$ cat config.mk
export PLATFORM = sky130hd
export DESIGN_NAME = tcv_compare_regs
export DESIGN_NICKNAME = d
export VERILOG_FILES = /design/src/inc/tcv_pkg.sv /design/src/hw/tcv_compare_chan.sv /design/src/hw/tcv_compare_regs.sv
export SDC_FILE = /design/constraint.sdc
export NUM_CORES = 1
export LEC_CHECK = 0
export BUFFER_PORTS_ARGS = -buffer_cell sky130_fd_sc_hd__buf_2
export CORE_MARGIN = 3
export CORE_UTILIZATION = 30
export DETAILED_ROUTE_END_ITERATION = 10
export PLACE_DENSITY = 0.51
export RECOVER_POWER = 100
export SETUP_SLACK_MARGIN = 0.05
export SYNTH_ARGS = -nofsm -noshare
export SYNTH_HDL_FRONTEND = slang
export SYNTH_SLANG_ARGS = --single-unit
$ cat constraint.sdc
create_clock -name clk_sys -period 2.7 [get_ports clk_sys]
set_clock_uncertainty 0.2 [all_clocks]
set_input_delay 0.135 -clock clk_sys [delete_from_list [all_inputs] [get_ports clk_sys]]
set_output_delay 0.135 -clock clk_sys [all_outputs]
set_load 0.005 [all_outputs]
$ cat src/inc/tcv_pkg.sv
// Package of constants and state types for the timer compare value block
// Notes on behaviour
// - Each of the six channels keeps a 16-bit compare value and checks it against its timer count on every timer tick.
// - A detected match on a channel can raise that channel's output compare interrupt request.
// - A detected match on a channel can update the waveform driven on that channel's compare output pin.
// - Both bytes of a compare value change in one step, the upper byte waiting in an 8-bit holding register.
// - One upper-byte holding register serves every compare value and every other 16-bit register of both timers.
// - After software writes a counter, no channel of that timer matches on the next timer tick.
// - A channel's match flag is set in the timer cycle after the count equals the compare value.
package tcv_pkg;
	// ----------------------------------------
	// Sizes
	// ----------------------------------------
	localparam int TCV_NCH = 6;
	localparam int TCV_NTIM = 2;
	localparam int TCV_CH_PER_TIM = 3;
	localparam int TCV_VAL_W = 16;
	localparam int TCV_ADDR_W = 8;

	// ----------------------------------------
	// Register byte addresses
	// ----------------------------------------
	localparam logic [7:0] TCV_OFF_CMP_LIMIT = 8'h30;
	localparam logic [7:0] TCV_OFF_CNT1_HI = 8'h30;
	localparam logic [7:0] TCV_OFF_CNT1_LO = 8'h34;
	localparam logic [7:0] TCV_OFF_CNT3_HI = 8'h38;
	localparam logic [7:0] TCV_OFF_CNT3_LO = 8'h3C;
	localparam logic [7:0] TCV_OFF_FLAG = 8'h40;
	localparam logic [7:0] TCV_OFF_IRQ_EN = 8'h44;
	localparam logic [7:0] TCV_OFF_PIN_MODE = 8'h48;
	// Compare value of channel n: high byte at 8*n, low byte at 8*n+4
	localparam int TCV_CH_SEL_LSB = 3;
	localparam int TCV_LO_SEL_BIT = 2;

	// ----------------------------------------
	// Reset values
	// ----------------------------------------
	localparam logic [15:0] TCV_CMP_RESET = 16'h0000;
	localparam logic [7:0] TCV_TEMP_RESET = 8'h00;
	localparam logic [5:0] TCV_IRQ_EN_RESET = 6'h00;
	localparam logic [11:0] TCV_PIN_MODE_RESET = 12'h000;

	// ----------------------------------------
	// Output pin action on match
	// ----------------------------------------
	typedef enum logic [1:0] {
		TCV_PIN_HOLD,
		TCV_PIN_TOGGLE,
		TCV_PIN_CLEAR,
		TCV_PIN_SET
	} tcv_pin_mode_type;

	// ----------------------------------------
	// State records
	// ----------------------------------------
	typedef struct packed {
		logic [15:0] value;
		logic hit;
		logic flag;
		logic irq;
		logic pin;
	} tcv_chan_state_type;

	typedef struct packed {
		logic pready;
		logic pslverr;
		logic [31:0] prdata;
		logic [7:0] temp;
		logic [1:0] blockPend;
		logic [5:0] irqEnable;
		logic [11:0] pinMode;
		logic [1:0] countLoad;
		logic [15:0] countLoadValue;
	} tcv_state_type;
endpackage

$ cat src/hw/tcv_compare_chan.sv
// One compare channel: value, equality, match flag, request and pin
`timescale 1ns/100ps
module tcv_compare_chan (
	input wire logic clk_sys, // System clock
	input wire logic rst, // Synchronous reset, active high
	input wire logic valueWrite, // Commit a new compare value
	input wire logic [15:0] valueIn, // Value to commit
	input wire logic [15:0] timerCount, // Count of this channel's timer
	input wire logic timerTick, // Timer clock tick
	input wire logic matchBlock, // Suppress match on this tick
	input wire logic flagClear, // Clear the match flag
	input wire logic irqEnable, // Interrupt request enable
	input wire tcv_pkg::tcv_pin_mode_type pinMode, // Pin action on match
	output logic [15:0] value, // Current compare value
	output logic matchFlag, // Sticky match flag
	output logic irqReq, // Interrupt request
	output logic pinOut // Compare output pin
);
	import tcv_pkg::*;

	tcv_chan_state_type st_r;
	tcv_chan_state_type st_nxt;

	always_comb begin
		st_nxt = st_r;
		if (valueWrite) begin
			st_nxt.value = valueIn;
		end
		st_nxt.hit = timerTick && (timerCount == st_r.value) && !matchBlock;
		st_nxt.flag = st_r.hit || (st_r.flag && !flagClear);
		st_nxt.irq = st_nxt.flag && irqEnable;
		if (st_r.hit) begin
			unique case (pinMode)
				TCV_PIN_HOLD: st_nxt.pin = st_r.pin;
				TCV_PIN_TOGGLE: st_nxt.pin = !st_r.pin;
				TCV_PIN_CLEAR: st_nxt.pin = 1'b0;
				TCV_PIN_SET: st_nxt.pin = 1'b1;
			endcase
		end
	end

	always_ff @(posedge clk_sys) begin
		if (rst) begin
			st_r <= '{value: TCV_CMP_RESET, hit: 1'b0, flag: 1'b0, irq: 1'b0, pin: 1'b0};
		end else begin
			st_r <= st_nxt;
		end
	end

	assign value = st_r.value;
	assign matchFlag = st_r.flag;
	assign irqReq = st_r.irq;
	assign pinOut = st_r.pin;
endmodule

$ cat src/hw/tcv_compare_regs.sv
// Compare value registers of two 16-bit timers with APB access
`timescale 1ns/100ps
module tcv_compare_regs (
	input wire logic clk_sys, // System clock, 250 MHz
	input wire logic rst, // Synchronous reset, active high
	input wire logic psel, // APB select
	input wire logic penable, // APB enable
	input wire logic pwrite, // APB direction, high for write
	input wire logic [tcv_pkg::TCV_ADDR_W-1:0] paddr, // APB byte address
	input wire logic [31:0] pwdata, // APB write data
	output logic pready, // APB ready
	output logic [31:0] prdata, // APB read data
	output logic pslverr, // APB error, unmapped address
	input wire logic [15:0] timer1Count, // Timer 1 count
	input wire logic [15:0] timer3Count, // Timer 3 count
	input wire logic [1:0] timerTick, // Timer clock ticks, bit 0 timer 1
	output logic [1:0] countLoad, // Counter load strobes, bit 0 timer 1
	output logic [15:0] countLoadValue, // Value for the counter load
	output logic [5:0] compareMatchFlag, // Match flags, A B C of timer 1 then 3
	output logic [5:0] compareIrq, // Output compare interrupt requests
	output logic [5:0] compareOutputPin // Compare output pins
);
	import tcv_pkg::*;

	// ----------------------------------------
	// State
	// ----------------------------------------
	tcv_state_type st_r;
	tcv_state_type st_nxt;

	logic [15:0] chanValue [TCV_NCH];
	logic [5:0] valueWrite;
	logic [5:0] flagClear;
	logic [5:0] chanFlag;
	logic [5:0] chanIrq;
	logic [5:0] chanPin;
	logic apbTaken;
	logic apbAnswer;
	logic isCmp;
	logic isLo;
	logic [2:0] chSel;
	logic mapped;
	logic [31:0] readData;

	// ----------------------------------------
	// Address decode
	// ----------------------------------------
	always_comb begin
		apbTaken = psel && penable && st_r.pready;
		apbAnswer = psel && penable && !st_r.pready;
		isCmp = paddr < TCV_OFF_CMP_LIMIT;
		isLo = paddr[TCV_LO_SEL_BIT];
		chSel = paddr[TCV_CH_SEL_LSB +: 3];
		mapped = 1'b0;
		if (paddr[1:0] == 2'b00) begin
			mapped = isCmp || paddr == TCV_OFF_CNT1_HI || paddr == TCV_OFF_CNT1_LO
				|| paddr == TCV_OFF_CNT3_HI || paddr == TCV_OFF_CNT3_LO
				|| paddr == TCV_OFF_FLAG || paddr == TCV_OFF_IRQ_EN
				|| paddr == TCV_OFF_PIN_MODE;
		end
	end

	// ----------------------------------------
	// Read multiplexer
	// ----------------------------------------
	always_comb begin
		readData = 32'h00000000;
		if (isCmp) begin
			if (isLo) begin
				readData = {24'h000000, chanValue[chSel][7:0]};
			end else begin
				readData = {24'h000000, chanValue[chSel][15:8]};
			end
		end else begin
			unique case (paddr)
				TCV_OFF_CNT1_HI: readData = {24'h000000, st_r.temp};
				TCV_OFF_CNT3_HI: readData = {24'h000000, st_r.temp};
				TCV_OFF_CNT1_LO: readData = {24'h000000, timer1Count[7:0]};
				TCV_OFF_CNT3_LO: readData = {24'h000000, timer3Count[7:0]};
				TCV_OFF_FLAG: readData = {26'h0, chanFlag};
				TCV_OFF_IRQ_EN: readData = {26'h0, st_r.irqEnable};
				TCV_OFF_PIN_MODE: readData = {20'h00000, st_r.pinMode};
				default: readData = 32'h00000000;
			endcase
		end
	end

	// ----------------------------------------
	// Register file and bus answer
	// ----------------------------------------
	always_comb begin
		st_nxt = st_r;
		valueWrite = 6'h00;
		flagClear = 6'h00;
		st_nxt.countLoad = 2'b00;
		st_nxt.pready = apbAnswer;
		if (apbAnswer) begin
			st_nxt.pslverr = !mapped;
			st_nxt.prdata = pwrite ? 32'h00000000 : readData;
			// Reading a counter low byte parks its high byte for the next read
			if (!pwrite && mapped && paddr == TCV_OFF_CNT1_LO) begin
				st_nxt.temp = timer1Count[15:8];
			end
			if (!pwrite && mapped && paddr == TCV_OFF_CNT3_LO) begin
				st_nxt.temp = timer3Count[15:8];
			end
		end
		if (apbTaken && pwrite && mapped) begin
			if (isCmp) begin
				if (isLo) begin
					valueWrite[chSel] = 1'b1;
				end else begin
					st_nxt.temp = pwdata[7:0];
				end
			end else begin
				unique case (paddr)
					TCV_OFF_CNT1_HI: st_nxt.temp = pwdata[7:0];
					TCV_OFF_CNT3_HI: st_nxt.temp = pwdata[7:0];
					TCV_OFF_CNT1_LO: begin
						st_nxt.countLoad[0] = 1'b1;
						st_nxt.countLoadValue = {st_r.temp, pwdata[7:0]};
					end
					TCV_OFF_CNT3_LO: begin
						st_nxt.countLoad[1] = 1'b1;
						st_nxt.countLoadValue = {st_r.temp, pwdata[7:0]};
					end
					TCV_OFF_FLAG: flagClear = pwdata[5:0];
					TCV_OFF_IRQ_EN: st_nxt.irqEnable = pwdata[5:0];
					TCV_OFF_PIN_MODE: st_nxt.pinMode = pwdata[11:0];
					default: st_nxt.pinMode = st_r.pinMode;
				endcase
			end
		end
		// Match block: cleared by the tick it suppresses, a new counter write wins
		for (int t = 0; t < TCV_NTIM; t++) begin
			if (timerTick[t]) begin
				st_nxt.blockPend[t] = 1'b0;
			end
			if (st_nxt.countLoad[t]) begin
				st_nxt.blockPend[t] = 1'b1;
			end
		end
	end

	always_ff @(posedge clk_sys) begin
		if (rst) begin
			st_r <= '{pready: 1'b0, pslverr: 1'b0, prdata: 32'h00000000,
				temp: TCV_TEMP_RESET, blockPend: 2'b00, irqEnable: TCV_IRQ_EN_RESET,
				pinMode: TCV_PIN_MODE_RESET, countLoad: 2'b00, countLoadValue: 16'h0000};
		end else begin
			st_r <= st_nxt;
		end
	end

	// ----------------------------------------
	// Compare channels
	// ----------------------------------------
	for (genvar i = 0; i < TCV_NCH; i++) begin : gChan
		localparam int TIM = i / TCV_CH_PER_TIM;
		tcv_compare_chan uChan (
			.clk_sys(clk_sys),
			.rst(rst),
			.valueWrite(valueWrite[i]),
			.valueIn({st_r.temp, pwdata[7:0]}),
			.timerCount(TIM == 0 ? timer1Count : timer3Count),
			.timerTick(timerTick[TIM]),
			.matchBlock(st_r.blockPend[TIM]),
			.flagClear(flagClear[i]),
			.irqEnable(st_r.irqEnable[i]),
			.pinMode(tcv_pin_mode_type'(st_r.pinMode[2*i +: 2])),
			.value(chanValue[i]),
			.matchFlag(chanFlag[i]),
			.irqReq(chanIrq[i]),
			.pinOut(chanPin[i])
		);
	end

	// ----------------------------------------
	// Outputs
	// ----------------------------------------
	assign pready = st_r.pready;
	assign prdata = st_r.prdata;
	assign pslverr = st_r.pslverr;
	assign countLoad = st_r.countLoad;
	assign countLoadValue = st_r.countLoadValue;
	assign compareMatchFlag = chanFlag;
	assign compareIrq = chanIrq;
	assign compareOutputPin = chanPin;
endmodule

==> reports/results.ini, run 1 <==
[critical_path]
cp.buffers_inverters = 2
r2r-start = pready$_SDFF_PP0_
reg2reg_depth = 7
cpMostUsedCell = nand2_1
cpMaxStageDelayCell = dlygate4sd3_1
cp_max_fo = 10
path_class = register to register
r2r_setup_slack_ps = 190
start_kind = register
critical-path-top-delay-family = simple AND/OR/NAND/NOR gates
endpoint_kind = register
cp_cell_sequence = and3b_1, nand2_1, nor4_4, buf_4, nand2_1, a31oi_1, dlygate4sd3_1
cpPeakStageDelay_ps = 550
r2r-end = st_r[44]$_SDFF_PP0_
cp_data_required_time_ps = 2880
arrival_ps = 2690

[placement]
io_buffers = 108
preCtsSetupSlack_ps = 268
post_dp_cell_area_mm2 = 0.0102
dpl.hpwl_um = 26200
routabilityCongestion = 0.934

[die]
ios = 149
coreArea_mm2 = 0.0310
fp.dieH_um = 185
die_w_um = 185
die_area_mm2 = 0.0340
initial_core_util_pct = 30.9
rows = 64

[global_routing]
grtUsageTotal_pct = 20.5
grt_max_degree = 77
grt_pass1_wl_um = 52300
antenna_found_initial = 0
grt_overflow = 0
grt_pass1_vias = 8251

[pwr]
leakage_nw = 4.16
p_int_mw = 4.30
seq_power_share_pct = 45.6
swShare_pct = 26.2
power.total_mw = 5.82
ir_drop_v = 0.000413
power_frac_comb_pct = 8.5
power.switching_mw = 1.52
power_density_mw_per_mm2 = 525
clockPowerShare_pct = 45.9

[timing]
report.final.hold_viol_count = 0
period_minus_slack_ps = 2510
fin_crit_sh_pct = 92.9
slew_viol_final = 77
final.setup.worst_slack_ps = 191
setup_viol = 0
rsz0062_at_grt = yes
worstMarginPinSlew_ps = 1600
relSlewSlack_pct = -6.38
timing.fmax_mhz = 399
fin_hold_ws_ps = 11.8
setup-tns-final_ps = 0

[outcome]
violations = max-capacitance violations, max-slew violations
status = finished with violations

[synthesis]
async_flop_share_pct = 0
synth_area_per_cell_um2 = 8.29
ys_types = 61
syn_inst = 1153
synthesis.area_mm2 = 0.00956
synth-main-ff-cell = dfxtp_1
ys_seq_area_share_pct = 37.7
synth_edf_count = 0
ys_ff_latch = 180
synth-warning-count = 0

[layout]
area_growth_pct = 16.0
drive_above_1_share_pct = 16.1
layout.nets = 1341
fin_area_mm2 = 0.0111
n_antenna_cell = 0

[job]
drv_cap = 1

[detailed_routing]
routed_wl_um = 35400
final_antenna_net_count = 0
wl_per_cell_um = 21.2
routed-via-count = 8753
firstDrtPassIters = 5
viasPerCell = 5.24
drcViolationCount = 0
detailedRoute.firstIterationViolations = 895

[clock_network]
clockBufferDepth = 2
clk_latency_ps = 440
cts-root-buf = clkbuf_16
cts.htree.levels = 4
cts_tree = done
cts.clk_slew.worst_paths_ps = 70
cts.sinks = 180
cts_buffers = 17

[min_path]
hold-path-endpoint = st_r[41]$_SDFF_PP0_
min_delay_path_depth = 3
holdCritPathClass = primary input to register
hp-start = timer1Count[11]

synthesized netlist by cell type (all sizes together) (2+ instances only):
cell type | number | area share [%]
o21ai | 29 | 1.5
nand3b | 2 | 0.16
nor3 | 21 | 1.2
xor2 | 96 | 8.8
nor2 | 45 | 2.5
buf | 69 | 5.9
a31oi | 8 | 0.52
nor3b | 7 | 0.55
nand3 | 12 | 0.63
nor4 | 21 | 1.8
nand4b | 6 | 0.55
o211ai | 2 | 0.16
or3 | 5 | 0.43
a32o | 2 | 0.21
inv | 5 | 0.20
a211oi | 7 | 0.60
a32oi | 3 | 0.27
a311oi | 6 | 0.55
a21oi | 148 | 8.1
mux4 | 10 | 2.4
and2 | 3 | 0.20
nand2 | 296 | 12
dfxtp | 180 | 38
nand4 | 10 | 0.65
nor2b | 5 | 0.33
mux2i | 33 | 3.5
a22oi | 17 | 1.3
nand2b | 10 | 0.65
o31ai | 4 | 0.31
and3 | 3 | 0.20
clkbuf | 48 | 2.1
mux2 | 20 | 2.4
a221oi | 6 | 0.55
what timing repair did:
action / 4_1_cts / 5_1_grt
endpoints found under the hold margin: 101 / 0
resized for setup: 0 / 2
setup buffers: 0 / 1
hold buffers: 36 / 0
endpoints found under the setup margin: 0 / 2
metrics by stage:
step | instances | util, %
floorplan | 1172 | -
global placement | 1602 | 33.0
detailed placement | 1602 | 33.0
CTS | 1670 | 36.2
global route | 1671 | 35.8
finish | 1671 | 35.8
layout by cell type, fill, tap and decap left out, drive strengths merged, types with 5 or more instances in the layout:
cell / instances
a211oi: 7
a21oi: 148
a221oi: 6
a22oi: 17
a311oi: 6
a31oi: 8
buf: 112
clkbuf: 58
conb: 20
dfxtp: 180
dlygate4sd3: 36
inv: 11
mux2: 20
mux2i: 33
mux4: 10
nand2: 296
nand2b: 10
nand3: 12
nand4: 10
nand4b: 6
nor2: 45
nor2b: 5
nor3: 21
nor3b: 7
nor4: 21
o21ai: 29
or3: 5
xor2: 96
routing by layer:
metal  global-route usage [%]  wire (µm)
met1                     27.9      16000
met4                     6.02        759
met2                     33.7      16400
met3                     3.22       2220
met5                        0          0
flip-flops by register name, summed over array words and instances, names as in the netlist, 2 cells and up:
signal and cells:
gChan.uChan.pinOut 6, prdata 12, gChan.uChan.st_r 6, countLoadValue 16, st_r 28, gChan.uChan.irqReq 6
countLoad 2, gChan.uChan.value 96, gChan.uChan.matchFlag 6
worst min-delay path, delay by kind of cell:
kind	cells	cell delay, ps
AOI/OAI and AO/OA	2	310
buffers and inverters	1	150
power groups by stage:
stage	Sequential (mW)	Clock (mW)	Combinational, mW
after floorplan	2.72	0	0.262
after CTS	2.66	2.72	0.490
after global placement	2.72	0	0.454
after detailed placement	2.72	0	0.453
after global routing	2.66	2.82	0.524
final	2.66	2.67	0.495
how the worst max path moves through the flow:
stage | startpoint | endpoint | slack (ps) | cells past startpoint
after global routing | pready$_SDFF_PP0_ | st_r[44]$_SDFF_PP0_ | 50 | 7
after detailed placement | paddr[1] | gChan[2].uChan.value[14]$_SDFFE_PP0P_ | 270 | 6
final | pready$_SDFF_PP0_ | st_r[44]$_SDFF_PP0_ | 190 | 7
after floorplan | pready$_SDFF_PP0_ | countLoadValue[0]$_SDFFE_PP0P_ | 590 | 7
after CTS | pready$_SDFF_PP0_ | st_r[44]$_SDFF_PP0_ | 120 | 6
after global placement | paddr[1] | gChan[4].uChan.value[11]$_SDFFE_PP0P_ | 290 | 6
cells by family (layout without fill, tap and decap cells):
| group | Yosys count | after routing | share of synthesized area (%) |
|---|---|---|---|
| compound gates | 238 | 238 | 14.7 |
| xor+xnor | 96 | 96 | 8.79 |
| buf+inv | 123 | 226 | 8.26 |
| flops | 180 | 180 | 37.7 |
| mux | 63 | 63 | 8.17 |
| other cells | 1 | 20 | 0.0392 |
| simple gates | 452 | 452 | 22.3 |
layout make-up:
| cell class | instances | area [µm²] |
|---|---|---|
| Multi-Input combinational cell | 869 | 5180 |
| Inverter | 5 | 18.8 |
| Sequential cell | 180 | 3600 |
| Clock buffer | 17 | 425 |
| Clock inverter | 15 | 191 |
| Tap cell | 396 | 495 |
| Fill cell | 3239 | 19900 |
| Timing Repair Buffer | 189 | 1180 |
(Power assumes the default switching activity.)
==> run 2, diff against run 1 <==
==> constraint.sdc (replaced) <==
create_clock -name clk_sys -period 2.7 [get_ports clk_sys]
set_clock_uncertainty 0.2 [all_clocks]
set_input_delay 0.54 -clock clk_sys [delete_from_list [all_inputs] [get_ports clk_sys]]
set_output_delay 0.54 -clock clk_sys [all_outputs]
set_load 0.005 [all_outputs]
==> run 2 against run 1 <==
The run still ends with max-capacitance violations, max-slew violations left. Critical path depth is 1 higher. Final cell count is 0.66% lower. Total power down 3.5%. Sequential power about the same. Highest routed layer unchanged. Global-route usage shrank 0.32 points. Worst setup slack better by 84 ps. Flip-flop and latch count stayed put. Worst hold slack better by 130 ps.
==> reports/results.ini, run 2 (synthesis gave the netlist of run 1 again) <==
[critical_path]
cpMaxStageDelayCell = clkbuf_2
cp_data_required_time_ps = 2830
endpoint_kind = register
r2r-end = gChan[2].uChan.value[10]$_SDFFE_PP0P_
arrival_ps = 2550
reg2reg_depth = 8
path_class = primary input to register
r2r_setup_slack_ps = 440
cpPeakStageDelay_ps = 450
cpMostUsedCell = nor2_1
start_kind = primary input
crit_start = paddr[4]
cp_max_fo = 17
r2r-start = pready$_SDFF_PP0_
cp_cell_sequence = buf_2, buf_12, clkbuf_2, mux2_2, mux4_2, nor2_1, nor2_1, a32o_1

[layout]
area_growth_pct = 14.8
final_cell_mix = nand2_1 (288), dfxtp_1 (180), a21oi_1 (145)
largest_reg_flops = 96
drive_above_1_share_pct = 17.4
layout.nets = 1328
fillers = 3244
layout_commonest_cell = nand2_1

[die]
die_area_mm2 = 0.0340
initial_core_util_pct = 30.9
die_w_um = 185
fp.dieH_um = 185
rows = 64
ios = 149
coreArea_mm2 = 0.0310

[timing]
timing.fmax_mhz = 412
rsz0062_at_grt = no
slew_viol_final = 38
relSlewSlack_pct = -6.80
worstMarginPinSlew_ps = 1600
period_minus_slack_ps = 2430
fin_crit_sh_pct = 89.8
setup-tns-final_ps = 0
setup_viol = 0
report.final.hold_viol_count = 0

[global_routing]
grt_overflow = 0
grtUsageTotal_pct = 20.2
grt_pass1_vias = 8122
grt_pass1_wl_um = 51500
antenna_found_initial = 1
grt_max_degree = 107

[pwr]
power.total_mw = 5.62
power_density_mw_per_mm2 = 512
leakage_nw = 4.20
ir_drop_v = 0.000464

[clock_network]
cts-root-buf = clkbuf_16
cts_setup_buffers = 0
cts_hold_repair.buffers = 0
cts.htree.levels = 4
clk_latency_ps = 440
ctsResizeCount = 0
cts.clk_slew.worst_paths_ps = 70
cts_buffers = 17
cts_tree = done
cts.sinks = 180
clockBufferDepth = 2

[detailed_routing]
routed_wl_um = 35300
detailedRoute.firstIterationViolations = 904
viasPerCell = 5.24
drcViolationCount = 0
wl_per_cell_um = 21.3
routed-via-count = 8704
final_antenna_net_count = 0
firstDrtPassIters = 5

[outcome]
violations = max-capacitance violations, max-slew violations
status = finished with violations

[min_path]
holdCritPathClass = primary input to register
hp-start = pwdata[11]
hold-path-endpoint = st_r[29]$_SDFFE_PP0P_
min_delay_path_depth = 3

[job]
drv_cap = 1

[placement]
dpl.hpwl_um = 26100
routabilityCongestion = 0.940
io_buffers = 108

[run 2: cell types whose count changed in the layout (fill, tap and decap cells not counted), sizes merged]
cell         previous run  this run
buf                   112       132
clkbuf                 58        67
bufinv                  3         1
inv                    11         7
clkinv                  3         5
diode                   0         2
clkinvlp                3         1
dlygate4sd3            36         0
[run 2: report_power, final]
group	switching, mW	internal (mW)	total, mW
Sequential	0.00251	2.66	2.66
Clock	1.13	1.36	2.49
Combinational	0.328	0.151	0.479
Total	1.46	4.16	5.62
[run 2: critical path, delay by kind of cell]
family | cells | cell delay (ps)
simple gates | 2 | 210
compound gates | 1 | 200
buf+inv | 3 | 750
mux | 2 | 860
[run 2: final cells by class]
cell class	count	area (µm²)	share of cell area, %
multi-input combinational	869	5190	47.3
inverter	5	18.8	0.171
clock inverter	9	95.1	0.867
sequential	180	3600	32.8
antenna	2	5.00	0.0456
clock buffer	23	478	4.36
tap	396	495	4.52
timing repair buffer	176	1090	9.93
[run 2: metrics by stage]
stage	std cells	util [%]	instance area (µm²)	hold WS (ps)	worst slack [ps]
3_5_place_dp	1626	34.0	10500	245	41.8
6_report	1660	35.4	11000	146	275
3_3_place_gp	1626	34.0	10500	238	61.2
2_1_floorplan	1172	-	9630	240	256
4_1_cts	1658	35.9	11100	127	474
5_1_grt	1658	35.4	11000	154	207
[run 2: worst max-delay path by stage]
stage / end / slack [ps] / depth (start not counted)
after floorplan: st_r[44]$_SDFF_PP0_ / 260 / 8
after global placement: st_r[44]$_SDFF_PP0_ / 60 / 7
after detailed placement: st_r[42]$_SDFF_PP0_ / 40 / 7
after CTS: st_r[42]$_SDFF_PP0_ / 470 / 7
after global routing: gChan[2].uChan.value[10]$_SDFFE_PP0P_ / 210 / 9
final: prdata[0]$_SDFFE_PP0P_ / 270 / 8
[run 2: layer usage]
layer	routed length (µm)	vias up	part of all wire, %	track usage [%]
met5	0	-	0	0
met4	616	0	1.7	4.87
met3	2790	40	7.9	4.14
met2	16100	407	46	32.3
met1	15800	4171	45	28.1
li1	-	4086	-	-
==> run 3, diff against run 2 <==
- CORE_UTILIZATION: 30 -> 55
- PLACE_DENSITY: 0.51 -> 0.81
==> run 3 against run 2 <==
The flow now finishes without violations. Sequential power hardly changed. Non-clock buffer count shrank 7. Design area is 2.3% lower. Largest power group unchanged.
==> reports/results.ini, run 3 (synthesis gave the netlist of run 1 again) <==
[outcome]
status = finished clean

[pwr]
power.switching_mw = 1.40
ir_drop_v = 0.000423
seq_power_share_pct = 46.5
power_density_mw_per_mm2 = 533
swShare_pct = 24.5
power_frac_comb_pct = 8.0
p_int_mw = 4.32
clockPowerShare_pct = 45.5
power.total_mw = 5.72
leakage_nw = 4.14

[timing]
relSlewSlack_pct = 9.23
fin_hold_ws_ps = 147
report.final.hold_viol_count = 0
setup-tns-final_ps = 0
setup_viol = 0
fin_crit_sh_pct = 89.9
period_minus_slack_ps = 2430
rsz0062_at_grt = no
worstMarginPinSlew_ps = 1360
timing.fmax_mhz = 412
slew_viol_final = 0

[die]
ios = 149
die_area_mm2 = 0.0190
die_w_um = 138
coreArea_mm2 = 0.0168
rows = 47
initial_core_util_pct = 56.8
fp.dieH_um = 138

[layout]
layout.nets = 1321
fin_util_pct = 63.7
area_growth_pct = 12.1
drive_above_1_share_pct = 16.7
final_cell_mix = nand2_1 (286), dfxtp_1 (180), a21oi_1 (146)
largest_reg_flops = 96
n_antenna_cell = 0
layout_commonest_cell = nand2_1

[global_routing]
grt_overflow = 0
grt_pass1_vias = 8349
grt_max_degree = 118
grt_pass1_wl_um = 45900
grtUsageTotal_pct = 32.1
antenna_found_initial = 0

[critical_path]
arrival_ps = 2570
endpoint_kind = register
r2r-start = pready$_SDFF_PP0_
cp_max_fo = 16
cp.buffers_inverters = 4
path_class = primary input to register
cpMaxStageDelayCell = nor4_4
critical-path-top-delay-family = buffers and inverters
cp_data_required_time_ps = 2840
crit_start = paddr[4]
cp_cell_sequence = buf_2, clkbuf_4, clkbuf_1, a211oi_1, nor4_4, and3_1, clkbuf_2, nand2_1, a21oi_1
start_kind = primary input
cpPeakStageDelay_ps = 380

[min_path]
hp-start = pwdata[8]
holdCritPathClass = primary input to register

[clock_network]
cts.clk_slew.worst_paths_ps = 70
clockBufferDepth = 2
cts_hold_repair.buffers = 0
ctsResizeCount = 0
cts_tree = done
cts-root-buf = clkbuf_16
cts.sinks = 180
cts.htree.levels = 4
clk_latency_ps = 440
cts_buffers = 17
cts_setup_buffers = 0

[detailed_routing]
final_antenna_net_count = 0
firstDrtPassIters = 6
drcViolationCount = 0
viasPerCell = 6.21
detailedRoute.firstIterationViolations = 1138
routed-via-count = 9158
wl_per_cell_um = 21.1
routed_wl_um = 31100

[placement]
dpl.hpwl_um = 22500
routabilityCongestion = 1.01
io_buffers = 108

[job]
drv_cap = 0

## run 3: cell types whose count changed in the layout (fill, tap and decap cells not counted), moves of 4 or more
cell	before	now
buf_2	75	67
clkbuf_1	43	48
buf_4	47	37
clkbuf_2	4	8
## run 3: final cells by class
| type | instances | area [µm²] |
|---|---|---|
| clock buffers | 21 | 460 |
| clock inverters | 11 | 150 |
| flip-flops and latches | 180 | 3600 |
| repair buffers | 169 | 1000 |
| well taps | 220 | 275 |
| fillers | 1502 | 6100 |
| multi-input cells | 869 | 5200 |
| inverters | 5 | 18.8 |
## run 3: stage by stage
| step | worst slack [ps] | instance area, µm² | instances |
|---|---|---|---|
| 2_1_floorplan | 256 | 9630 | 1172 |
| 3_3_place_gp | -1.95 | 10200 | 1443 |
| 3_5_place_dp | -9.94 | 10200 | 1443 |
| 4_1_cts | 433 | 10900 | 1475 |
| 5_1_grt | 149 | 10700 | 1475 |
| 6_report | 272 | 10700 | 1475 |
## run 3: worst min-delay path: stages
cell,delay [ps]
buf_2,100
nand2_1,50
a21oi_1,50
## run 3: final timing paths
| kind | endpoint | slack (ps) | cells after the start |
|---|---|---|---|
| min reg2reg | prdata[10]$_SDFFE_PP0P_ | 250 | 2 |
| max | countLoadValue[8]$_SDFFE_PP0P_ | 270 | 9 |
| max reg2reg | countLoadValue[8]$_SDFFE_PP0P_ | 530 | 7 |
| min | st_r[26]$_SDFFE_PP0P_ | 150 | 3 |
## run 3: metal layers
layer  GRT usage (%)  up-vias  share of wire, %
met3            8.04      147                11
met2            50.0      637                45
li1                -     4076                 -
met4            17.9        0               5.9
met1            40.5     4298                38
met5               0        -                 0
## run 3: power groups by stage
stage / Clock, mW / Combinational, mW / Sequential, mW
detailed placement: 0 / 0.443 / 2.72
global placement: 0 / 0.441 / 2.72
CTS: 2.61 / 0.445 / 2.66
global route: 2.72 / 0.478 / 2.66
floorplan: 0 / 0.262 / 2.72
finish: 2.60 / 0.456 / 2.66
